[src/rtl/supervisor_timer_defines.vh]
// Constants for the supervisor timer: register map, fields, timing.
// Assumes inclusion by bare name from the rtl files.
`ifndef SUPERVISOR_TIMER_DEFINES_VH
`define SUPERVISOR_TIMER_DEFINES_VH
`define WDT_CTRL_ADDR 4'h0
`define WDT_STATUS_ADDR 4'h4
`define WDT_CTRL_RESET 8'h7f
`define WDT_ACT_BIT 7
`define WDT_TOP_BIT 6
`define WDT_PRESCALE 16384
`define WDT_TB_PERIOD 16'd64
`define WDT_TB_LSB0 8'd59
`define WDT_TB_LSB1 8'd53
`define WDT_TB_LSB2 8'd35
`define WDT_TB_LSB3 8'd54
`define WDT_WAKE_SHORT 256
`define WDT_WAKE_LONG 4096
`define WDT_RST_PULSE_NS 500
`define WDT_CLK_NS 5
`define WDT_RST_CYCLES ((`WDT_RST_PULSE_NS + `WDT_CLK_NS - 1) / `WDT_CLK_NS)
`define AXI_OKAY 2'b00
`define AXI_SLVERR 2'b10
`endif

[src/rtl/tick_prescaler.v]
// Run-gated prescaler giving one-cycle decrement enables.
// Assumes osc_clock enable pulses from the clock controller divider.
`timescale 1ns/1ps
`include "supervisor_timer_defines.vh"
module tick_prescaler #(
	parameter integer DIV = `WDT_PRESCALE
) (
	input wire aclk,
	input wire aresetn,
	input wire osc_clock,
	input wire [1:0] timebase_select,
	input wire run,
	output reg tick
);
	localparam integer LAST_I = DIV - 1;
	localparam [13:0] LAST = LAST_I[13:0];
	reg [13:0] phase;
	// Reload phase after each tick follows the timebase divider offset; reset loads 0
	function [13:0] start_phase;
		input [1:0] sel;
		reg [7:0] lsb;
		begin
			case (sel)
			2'd0: lsb = `WDT_TB_LSB0;
			2'd1: lsb = `WDT_TB_LSB1;
			2'd2: lsb = `WDT_TB_LSB2;
			default: lsb = `WDT_TB_LSB3;
			endcase
			// Times 64 is a shift; no multiplier needed
			start_phase = {lsb, 6'b000000};
		end
	endfunction
	always @(posedge aclk) begin
		if (!aresetn) begin
			phase <= 14'h0000;
			tick <= 1'b0;
		end else begin
			tick <= 1'b0;
			if (osc_clock && run) begin
				// Writes never touch the phase
				if (phase == LAST) begin
					phase <= start_phase(timebase_select);
					tick <= 1'b1;
				end else begin
					phase <= phase + 14'h0001;
				end
			end
		end
	end
endmodule

[src/rtl/supervisor_timer.v]
// Summary of operation
// - First decrement after 16384 oscillator clocks, then every 16384 minus 64x timebase offset
// - Active watchdog resets when top bit clears, except on the plain-halt decrement
// - Activation bit set by software only
// - Inactive watchdog counts but never times out
// - Control register reads 0x7f after reset
// - Hardware option forces watchdog always active
// - Slow and wait modes change nothing
// - Plain halt: one decrement, then freeze
// - External wake from plain halt resumes after 256/4096 clocks
// - Reset from halt restores reset state
// - Plain halt with halt-reset option causes reset
// - Active-halt freezes, wake resumes at once
// - Reset from active-halt delays count restart
// - Low six bits set delay in prescaler periods
// - Prescaler phase tied to timebase divider
// - Counter runs even while inactive
// - Write clearing top bit resets immediately when active or setting the activation bit
// - Timeout drives reset line about 500 ns
//
// Supervisor timer with AXI4-Lite register access.
// Assumes halt/wake strobes from the core, one clock domain.
//
// Register access over AXI4-Lite and the address map were left to the implementer.
`timescale 1ns/1ps
`include "supervisor_timer_defines.vh"
module supervisor_timer #(
	parameter integer WAKE_SHORT = `WDT_WAKE_SHORT,
	parameter integer WAKE_LONG = `WDT_WAKE_LONG,
	parameter integer RST_CYCLES = `WDT_RST_CYCLES
) (
	input wire aclk,
	input wire aresetn,
	input wire [3:0] s_axi_awaddr,
	input wire s_axi_awvalid,
	output reg s_axi_awready,
	input wire [31:0] s_axi_wdata,
	input wire [3:0] s_axi_wstrb,
	input wire s_axi_wvalid,
	output reg s_axi_wready,
	output reg [1:0] s_axi_bresp,
	output reg s_axi_bvalid,
	input wire s_axi_bready,
	input wire [3:0] s_axi_araddr,
	input wire s_axi_arvalid,
	output reg s_axi_arready,
	output reg [31:0] s_axi_rdata,
	output reg [1:0] s_axi_rresp,
	output reg s_axi_rvalid,
	input wire s_axi_rready,
	input wire osc_clock,
	input wire [1:0] timebase_select,
	input wire timebase_irq_enable,
	input wire halt_reset_option,
	input wire hw_watchdog_option,
	input wire long_wake_delay,
	input wire halt_strobe,
	input wire ext_wake,
	input wire osc_wake,
	input wire cold_from_halt,
	output reg reset_request,
	output reg reset_line_n,
	output reg halted
);
	localparam [7:0] CTRL_RESET = `WDT_CTRL_RESET;
	localparam integer RST_LAST = RST_CYCLES - 1;
	localparam [6:0] RST_LOAD = RST_LAST[6:0];
	localparam [12:0] WAKE_L = WAKE_LONG[12:0];
	localparam [12:0] WAKE_S = WAKE_SHORT[12:0];
	localparam [3:0] ST_RUN = 4'b0001;
	localparam [3:0] ST_HALT_ONE = 4'b0010;
	localparam [3:0] ST_FROZEN = 4'b0100;
	localparam [3:0] ST_DELAY = 4'b1000;

	reg [3:0] state;
	reg activation_bit;
	reg [6:0] count;
	reg [12:0] delay_cnt;
	reg [6:0] pulse_cnt;
	reg [3:0] aw_addr;
	reg aw_held;
	reg [31:0] w_data;
	reg [3:0] w_strb;
	reg w_held;
	reg restart_pending;
	wire tick;
	wire active;
	wire run;
	wire do_write;
	wire hit_ctrl;
	wire [6:0] next_count;
	wire timeout;
	wire soft_reset;
	wire halt_reset;

	// Slow and wait are not inputs at all: they cannot matter
	assign run = (state == ST_RUN) || (state == ST_HALT_ONE);
	assign active = activation_bit | hw_watchdog_option;
	assign do_write = aw_held && w_held && !s_axi_bvalid;
	assign hit_ctrl = (aw_addr == `WDT_CTRL_ADDR) && w_strb[0];
	assign next_count = count - 7'h01;
	// Decrement from 0x40 is the only tick that drops the top bit
	assign timeout = tick && (count == 7'h40) && active;
	assign soft_reset = do_write && hit_ctrl && !w_data[`WDT_TOP_BIT] &&
		(w_data[`WDT_ACT_BIT] | active);
	assign halt_reset = halt_strobe && state == ST_RUN &&
		!timebase_irq_enable && halt_reset_option;

	tick_prescaler #(
		.DIV(`WDT_PRESCALE)
	) u_prescaler (
		.aclk(aclk),
		.aresetn(aresetn),
		.osc_clock(osc_clock),
		.timebase_select(timebase_select),
		.run(run),
		.tick(tick)
	);

	// Counter and activation bit
	always @(posedge aclk) begin
		if (!aresetn) begin
			activation_bit <= 1'b0;
			count <= CTRL_RESET[6:0];
		end else begin
			if (do_write && hit_ctrl) begin
				count <= w_data[6:0];
				if (w_data[`WDT_ACT_BIT])
					activation_bit <= 1'b1;
			end else if (tick) begin
				count <= next_count;
			end
		end
	end

	// Low-power sequencing
	always @(posedge aclk) begin
		if (!aresetn) begin
			// A reset out of a halt delays the restart
			state <= ST_RUN;
			restart_pending <= 1'b1;
			delay_cnt <= 13'h0000;
			halted <= 1'b0;
		end else begin
			if (restart_pending) begin
				restart_pending <= 1'b0;
				if (cold_from_halt) begin
					state <= ST_DELAY;
					delay_cnt <= long_wake_delay ? WAKE_L : WAKE_S;
					halted <= 1'b0;
				end
			end else begin
				case (state)
				ST_RUN: begin
					if (halt_strobe && !halt_reset) begin
						halted <= 1'b1;
						state <= timebase_irq_enable ? ST_FROZEN :
							ST_HALT_ONE;
					end
				end
				ST_HALT_ONE: begin
					if (tick)
						state <= ST_FROZEN;
				end
				ST_FROZEN: begin
					if (osc_wake && timebase_irq_enable) begin
						state <= ST_RUN;
						halted <= 1'b0;
					end else if (ext_wake) begin
						halted <= 1'b0;
						if (timebase_irq_enable) begin
							state <= ST_RUN;
						end else begin
							state <= ST_DELAY;
							delay_cnt <= long_wake_delay ? WAKE_L : WAKE_S;
						end
					end
				end
				ST_DELAY: begin
					if (delay_cnt <= 13'h0001)
						state <= ST_RUN;
					else
						delay_cnt <= delay_cnt - 13'h0001;
				end
				default: state <= ST_RUN;
				endcase
			end
		end
	end

	// Reset request and reset line
	always @(posedge aclk) begin
		if (!aresetn) begin
			reset_request <= 1'b0;
			reset_line_n <= 1'b1;
			pulse_cnt <= 7'h00;
		end else begin
			// Frozen states give no ticks, so no timeout there
			reset_request <= (timeout && state != ST_HALT_ONE) ||
				soft_reset || halt_reset;
			if (reset_request) begin
				reset_line_n <= 1'b0;
				pulse_cnt <= RST_LOAD;
			end else if (pulse_cnt != 7'h00) begin
				pulse_cnt <= pulse_cnt - 7'h01;
			end else begin
				reset_line_n <= 1'b1;
			end
		end
	end

	// AXI4-Lite write channel
	always @(posedge aclk) begin
		if (!aresetn) begin
			aw_held <= 1'b0;
			w_held <= 1'b0;
			aw_addr <= 4'h0;
			w_data <= 32'h00000000;
			w_strb <= 4'h0;
			s_axi_awready <= 1'b0;
			s_axi_wready <= 1'b0;
			s_axi_bvalid <= 1'b0;
			s_axi_bresp <= `AXI_OKAY;
		end else begin
			s_axi_awready <= !aw_held && !s_axi_awready && !s_axi_bvalid;
			s_axi_wready <= !w_held && !s_axi_wready && !s_axi_bvalid;
			if (s_axi_awvalid && s_axi_awready) begin
				aw_held <= 1'b1;
				aw_addr <= s_axi_awaddr;
				s_axi_awready <= 1'b0;
			end
			if (s_axi_wvalid && s_axi_wready) begin
				w_held <= 1'b1;
				w_data <= s_axi_wdata;
				w_strb <= s_axi_wstrb;
				s_axi_wready <= 1'b0;
			end
			if (do_write) begin
				aw_held <= 1'b0;
				w_held <= 1'b0;
				s_axi_bvalid <= 1'b1;
				s_axi_bresp <= (aw_addr == `WDT_CTRL_ADDR) ? `AXI_OKAY :
					`AXI_SLVERR;
			end else if (s_axi_bvalid && s_axi_bready) begin
				s_axi_bvalid <= 1'b0;
			end
		end
	end

	// AXI4-Lite read channel
	always @(posedge aclk) begin
		if (!aresetn) begin
			s_axi_arready <= 1'b0;
			s_axi_rvalid <= 1'b0;
			s_axi_rdata <= 32'h00000000;
			s_axi_rresp <= `AXI_OKAY;
		end else begin
			s_axi_arready <= !s_axi_arready && !s_axi_rvalid &&
				s_axi_arvalid;
			if (s_axi_arvalid && s_axi_arready) begin
				s_axi_rvalid <= 1'b1;
				s_axi_rresp <= `AXI_OKAY;
				case (s_axi_araddr)
				`WDT_CTRL_ADDR:
					s_axi_rdata <= {24'h000000, activation_bit, count};
				`WDT_STATUS_ADDR:
					s_axi_rdata <= {27'h0000000, active, state};
				default: begin
					s_axi_rdata <= 32'h00000000;
					s_axi_rresp <= `AXI_SLVERR;
				end
				endcase
			end else if (s_axi_rvalid && s_axi_rready) begin
				s_axi_rvalid <= 1'b0;
			end
		end
	end
endmodule

[config.mk]
export PLATFORM = sky130hd
export DESIGN_NAME = supervisor_timer
export DESIGN_NICKNAME = d
export VERILOG_FILES = /design/src/rtl/tick_prescaler.v /design/src/rtl/supervisor_timer.v
export VERILOG_INCLUDE_DIRS = /design/src /design/src/rtl
export SDC_FILE = /design/constraint.sdc
export NUM_CORES = 1
export LEC_CHECK = 0
export ABC_AREA = 1
export BUFFER_PORTS_ARGS = -buffer_cell sky130_fd_sc_hd__buf_2
export CAP_MARGIN = 20
export CORE_MARGIN = 5
export CORE_UTILIZATION = 34
export DETAILED_ROUTE_END_ITERATION = 6
export GPL_TIMING_DRIVEN = 0
export PLACE_DENSITY = 0.6
export SETUP_SLACK_MARGIN = 0.05
export SLEW_MARGIN = 15
export SYNTH_ARGS = -nofsm -noshare
export SYNTH_HDL_FRONTEND = slang
export SYNTH_SLANG_ARGS = --single-unit
[constraint.sdc]
create_clock -name aclk -period 5.4 [get_ports aclk]
set_clock_uncertainty 0.2 [all_clocks]
set_input_delay 0.27 -clock aclk [delete_from_list [all_inputs] [get_ports aclk]]
set_output_delay 0.27 -clock aclk [all_outputs]
set_load 0.01 [all_outputs]
==> results.yml, run 1 <==
cells_and_area:
  areaGrowthSynthToFinish_pct: 23.1
  seqCellArea_sq_um: 1620
  fin_util: 0.423
  fin_nets: 785
  antenna_cells: 0
  multi_input_area_sq_um: 2240
  drive_above_1_share: 0.188
  fillerInstances: 1347
synthesis:
  synth_ff_type: "dfxtp_1"
  synth_simple_gate_area_frac: 0.310
  netlist.area_leader.share: 0.377
  netlist_area_sq_um: 4300
  synth_area_leaders: "dfxtp_1 (38%), nand2_1 (9.3%), nor2_1 (9.0%)"
  async_reset_ff_frac: 0
  synth-compound-area-share: 0.145
  synthAdderAreaFrac: 0.0175
  yosysTopAreaCell: "dfxtp_1"
  synth.avg_cell_area_sq_um: 6.99
  synth_warnings: 0
  synth_edf_count: 0
  synthXorXnorAreaFrac: 0.0265
  ys_seq_area_frac: 0.377
  synth_top_family_by_area: "simple AND/OR/NAND/NOR gates"
  yosysMostFrequentCell: "nand2_1"
  ys_top_cells_by_count: "nand2_1 (107), nor2_1 (103), dfxtp_1 (81)"
  syn_inst: 615
  synthMuxAreaShare: 0
  synth.distinct_cells: 42
  synth_seq_cells: 81
cts:
  cts.sinks: 81
  numCtsBuffers: 9
  cts_tree: "built"
  postCtsSetupRepairBufs: 0
  postCtsResizedCells: 0
  root_buffer: "clkbuf_16"
  path_clk_slew_ps: 60
  cts.htree.levels: 3
  clk_latency_ps: 340
  clockBufferDepth: 2
worst_setup_path:
  worstReg2RegEnd: "u_prescaler.phase[7]"
  critical_path_class: "register to register"
  cp-start-kind: "register"
  cp.arrival_ps: 1960
  regToRegSetupSlack_ps: 3430
  cp.required_ps: 5390
  cp_max_fo: 8
  reg2regPathDepth: 8
  cp-end-kind: "register"
  crit_path_start: "u_prescaler.phase[0]"
  reg2reg_from: "u_prescaler.phase[0]"
power:
  p_per_area_nw_per_um2: 300
  leakagePower_nw: 2.40
  vdd_ir_drop_max_mv: 0.146
global_route:
  met1_usage: 0.182
  grtUsageMet3: 0.0240
  overflow: 0
  met2_usage: 0.242
  grt_pass1_wl_mm: 17.4
  antenna_found_initial: 0
  grt_pass1_vias: 3818
  grt_usage: 0.145
  grt_most_used_layer: "met2"
  grt_max_degree: 13
hold_path:
  min_delay_worst_endpoint: "aw_addr[1]"
  min_from: "s_axi_awaddr[1]"
  hold_class: "input port to register"
  holdPathStages: 3
floorplanning:
  std_cell_rows: 41
  coreArea_sq_um: 12500
  ios: 106
  die_y_um: 122
  start_util: 0.343
  fp.dieW_um: 122
  die-area_sq_um: 15000
place:
  gp_congestion: 0.880
  dp_hpwl_mm: 8.10
  io_buffers: 52
status:
  status: "finished clean"
drt:
  drt_iter0_markers: 207
  ant_nets: 0
  viasPerCell: 4.64
  drt-total-wl_mm: 10.6
  dr.pass1.iters: 4
  vias: 4139
  drc: 0
  post_drt_wl_per_cell_um: 11.9
timing:
  hold_viol: 0
  worst_pin_slew_ps: 736
  hold_ws_ps: 14.0
  fmax_ghz: 0.507
  finalCriticalPeriod_ps: 1970
  report.final.slew_viol_count: 0
  post-route-period-util: 0.365
  setup_viol_count_final: 0
  relSlewSlack: 0.509
  fin_tns_setup_ps: 0
  rsz0062_at_grt: "false"
flow_run:
  cap_violations: 0
==> timing repair <==
| item | in CTS | in global routing |
|---|---|---|
| endpoints found under the hold margin | 14 | 0 |
| endpoints found under the setup margin | 0 | 0 |
| hold buffers | 14 | 0 |
==> power by group <==
group | leakage [nW] | internal [mW] | switching, mW
Combinational | 1.61 | 0.126 | 0.190
Clock | 0.137 | 0.365 | 0.231
Sequential | 0.661 | 0.642 | 0.0368
Total | 2.40 | 1.13 | 0.457
==> placed cells by master, fill, tap and decap left out, types with 3 or more instances in the layout <==
master,instances
nand3_2,3
nor2_4,5
clkbuf_1,10
dlygate4sd3_1,14
nor2_2,4
a21oi_1,36
nand3_1,38
clkbuf_16,9
or2_2,3
buf_2,53
conb_1,26
nand4_1,7
nand2_1,107
o21ai_1,8
xnor2_1,5
dfxtp_1,81
o211ai_1,4
o21ai_0,35
nor2_1,103
nor3_1,10
ha_1,6
inv_1,63
or2_1,3
a31oi_1,3
nor4_1,3
a21oi_2,8
nand2_2,4
inv_2,7
xor2_1,8
a32oi_1,3
o22ai_1,5
buf_4,26
==> critical path, cell delays in order (launching register included) <==
cell and delay, ps:
dfxtp_1 370, ha_1 190, nand3_1 190, nor3_2 260
nand3_2 230, nor2_1 180, nand2_1 70, nand3_1 70
a21oi_1 60
==> per-stage QoR <==
stage / instances / cell area [sq um] / worst slack, ps / power [mW]
2_1_floorplan: 640 / 4390 / 3680 / 0.920
3_3_place_gp: 864 / 4870 / 3460 / 0.989
3_5_place_dp: 864 / 4870 / 3430 / 0.999
4_1_cts: 892 / 5290 / 3430 / 1.61
5_1_grt: 892 / 5290 / 3280 / 1.68
6_report: 892 / 5290 / 3430 / 1.59
==> state kept, by name (all words and copies together), names as in the netlist, 4 cells and up <==
register	flops
aw_addr	4
count	7
delay_cnt	13
pulse_cnt	7
s_axi_rdata	8
state	4
u_prescaler.phase	14
w_data	8
==> final cells by class <==
| cell class | count | share of cell area |
|---|---|---|
| plain buffers | 38 | 0.0485 |
| inverters | 72 | 0.0511 |
| clock buffers | 11 | 0.0459 |
| well taps | 172 | 0.0407 |
| multi-input cells | 449 | 0.424 |
| repair buffers | 66 | 0.0757 |
| clock inverters | 3 | 0.00804 |
| flip-flops and latches | 81 | 0.306 |
==> kinds of logic (layout without fill, tap and decap cells) <==
logic type | count (synthesis) | count (layout)
AO/OA/AOI/OAI | 107 | 107
XOR/XNOR | 13 | 13
other | 1 | 26
adder cells (fa/ha/maj) | 6 | 6
buffers and inverters | 110 | 190
flip-flops | 81 | 81
AND/OR/NAND/NOR | 297 | 297
==> layer usage <==
| metal | vias to the layer above | part of all wire |
|---|---|---|
| met3 | 13 | 0.046 |
| met2 | 103 | 0.47 |
| met1 | 1876 | 0.46 |
| met5 | - | 0 |
| met4 | 0 | 0.017 |
| li1 | 2147 | - |
==> worst max-delay path by stage <==
stage | end | slack, ps | depth (start not counted)
3_3_place_gp | u_prescaler.phase[6] | 3460 | 8
5_1_grt | u_prescaler.phase[7] | 3280 | 8
4_1_cts | u_prescaler.phase[7] | 3430 | 8
3_5_place_dp | u_prescaler.phase[7] | 3430 | 8
2_1_floorplan | u_prescaler.phase[7] | 3680 | 8
6_report | u_prescaler.phase[7] | 3430 | 8
(Power assumes the default switching activity.)
==> run 2, diff against run 1 <==
Clock period 5.4 ns to 1.85 ns, I/O delays scaled along.
==> run 2 against run 1 <==
Design area is 8.1% higher. Clock power rose to 2.9 times the previous value. Cell count increased by 3.5%. Register-to-register slack worse by 3300 ps. Maximum frequency increased by 12%. Total power rose to 3.0 times the previous value. Routed wire length rose by 6.0%. Sequential share of layout area is 2.0 points lower. Worst hold slack worse by 2.4 ps. First-iteration DRC count shrank 7.2%. Sequential power increased to 2.9 times the previous value. Largest cell class unchanged.
==> results.yml, run 2 (same netlist as run 1, synthesis figures left out) <==
drt:
  post_drt_wl_per_cell_um: 12.2
  drc: 0
  ant_nets: 0
  drt-total-wl_mm: 11.2
  dr.pass1.iters: 4
  drt_iter0_markers: 192
  vias: 4272
  viasPerCell: 4.63
worst_setup_path:
  cp_max_fo: 10
  slowest_stage: "dfxtp_4"
  reg2regPathDepth: 9
  critical_path_class: "register to register"
  max_stage_delay_ps: 380
  regToRegSetupSlack_ps: 90
  crit_path_end: "delay_cnt[3]"
  cp.arrival_ps: 1760
  cp-start-kind: "register"
  crit_path_start: "state[1]"
  cp.required_ps: 1850
  reg2reg_from: "state[1]"
  cp-end-kind: "register"
  worstReg2RegEnd: "delay_cnt[3]"
  crit_chain: "nor2_4, nand3_4, nand3_1, nand2_1, nor2_4, nand2_4, buf_6, nand2_1, a21oi_2"
timing:
  finalCriticalPeriod_ps: 1760
  post-route-period-util: 0.950
  relSlewSlack: 0.521
  worst_pin_slew_ps: 719
  fin_tns_setup_ps: 0
  setup_viol_count_final: 0
  report.final.slew_viol_count: 0
  hold_viol: 0
  setup_slack_ps: 93.1
  rsz0062_at_grt: "true"
  fmax_ghz: 0.569
global_route:
  grt_pass1_vias: 3923
  antenna_found_initial: 0
  grt_usage: 0.149
  grt_pass1_wl_mm: 17.8
  grt_max_degree: 13
  overflow: 0
floorplanning:
  die_y_um: 122
  die-area_sq_um: 15000
  start_util: 0.343
  coreArea_sq_um: 12500
  std_cell_rows: 41
  fp.dieW_um: 122
  ios: 106
power:
  leakagePower_nw: 2.60
  p_comb_frac: 0.215
  pwr-share-seq: 0.418
  switchingPower_mw: 1.40
  pwr-share-clk: 0.366
  p_per_area_nw_per_um2: 834
  p_int_mw: 3.38
  swShare: 0.293
  vdd_ir_drop_max_mv: 0.434
place:
  gp_congestion: 0.880
  dp_hpwl_mm: 8.10
  io_buffers: 52
  pre_cts_slack_ps: -121
cts:
  clk_latency_ps: 340
  cts.htree.levels: 3
  path_clk_slew_ps: 60
  root_buffer: "clkbuf_16"
  numCtsBuffers: 9
  cts.sinks: 81
  cts_tree: "built"
  clockBufferDepth: 2
cells_and_area:
  fillerInstances: 1311
  fin_nets: 816
  drive_above_1_share: 0.237
  areaGrowthSynthToFinish_pct: 33.1
  antenna_cells: 0
  layout_commonest_cell: "nand2_1"
  layout.cells.most_common_list: "nand2_1 (102), nor2_1 (94), dfxtp_1 (74)"
  regMostFlops: "u_prescaler.phase"
  biggestRegsByFlops: "u_prescaler.phase (14), delay_cnt (13)"
  largest_reg_flops: 14
hold_path:
  holdPathStages: 4
  hold_class: "input port to register"
flow_run:
  cap_violations: 0
status:
  status: "finished clean"
## run 2: cell types whose count changed in the layout (fill, tap and decap cells not counted), moves of 3 or more
cell           previous run  this run
dfxtp_2                   0         4
dfxtp_4                   0         3
nor2_4                    5        10
dlygate4sd3_1            14        27
nand2_2                   4         7
nand2_1                 107       102
dfxtp_1                  81        74
nor2_2                    4         8
nor2_1                  103        94
buf_4                    26        44
nand3_4                   0         4
## run 2: worst min path at each step
| stage | from | to | slack [ps] |
|---|---|---|---|
| 2_1_floorplan | s_axi_arvalid | s_axi_arready | 10 |
| 3_3_place_gp | s_axi_arvalid | s_axi_arready | 140 |
| 3_5_place_dp | s_axi_arvalid | s_axi_arready | 140 |
| 4_1_cts | aresetn | delay_cnt[10] | -70 |
| 5_1_grt | osc_clock | u_prescaler.phase[0] | 20 |
| 6_report | osc_clock | u_prescaler.phase[0] | 10 |
## run 2: metal layers
layer	GRT usage	wire (um)
met2	0.248	5450
met1	0.184	5020
met4	0.0686	250
met5	0	0
met3	0.0309	517
## run 2: worst max-delay path, delay by kind of cell (launching register included)
kind	cells	cell delay, ps
compound gates	1	60
buf+inv	1	150
flops	1	380
simple gates	7	830
## run 2: power groups by stage
stage | logic (mW) | clock network, mW | registers, mW
finish | 1.03 | 1.75 | 2.00
CTS | 0.949 | 1.79 | 1.98
detailed placement | 0.899 | 0 | 2.02
global placement | 0.875 | 0 | 2.01
floorplan | 0.681 | 0 | 2.00
global route | 1.17 | 1.85 | 2.02
## run 2: through the flow
stage | utilization | hold WS [ps] | total power, mW | cells | cell area, sq um
after CTS | 0.434 | -71.8 | 4.72 | 904 | 5430
after global placement | 0.389 | 141 | 2.89 | 864 | 4870
after floorplan | - | 10.8 | 2.68 | 640 | 4390
after global routing | 0.457 | 21.5 | 5.04 | 923 | 5720
after detailed placement | 0.389 | 145 | 2.92 | 864 | 4870
final | 0.457 | 11.6 | 4.77 | 923 | 5720
## run 2: area by class of cell
cell class	count	area, sq um	share of cell area
Sequential cell	81	1640	0.286
Buffer	38	259	0.0453
Inverter	72	278	0.0485
Multi-Input combinational cell	449	2380	0.416
Clock buffer	11	243	0.0424
Timing Repair Buffer	97	666	0.116
Clock inverter	3	42.5	0.00743
Tap cell	172	215	0.0376
## run 2: what timing repair did
| action | 4_1_cts | 5_1_grt |
|---|---|---|
| hold endpoints to repair | 29 | 2 |
| hold buffers | 26 | 1 |
| pin swaps | 0 | 14 |
| gates resized for setup | 4 | 42 |
| buffers inserted | 0 | 18 |
| setup endpoints to repair | 22 | 39 |
| cloned | 0 | 0 |
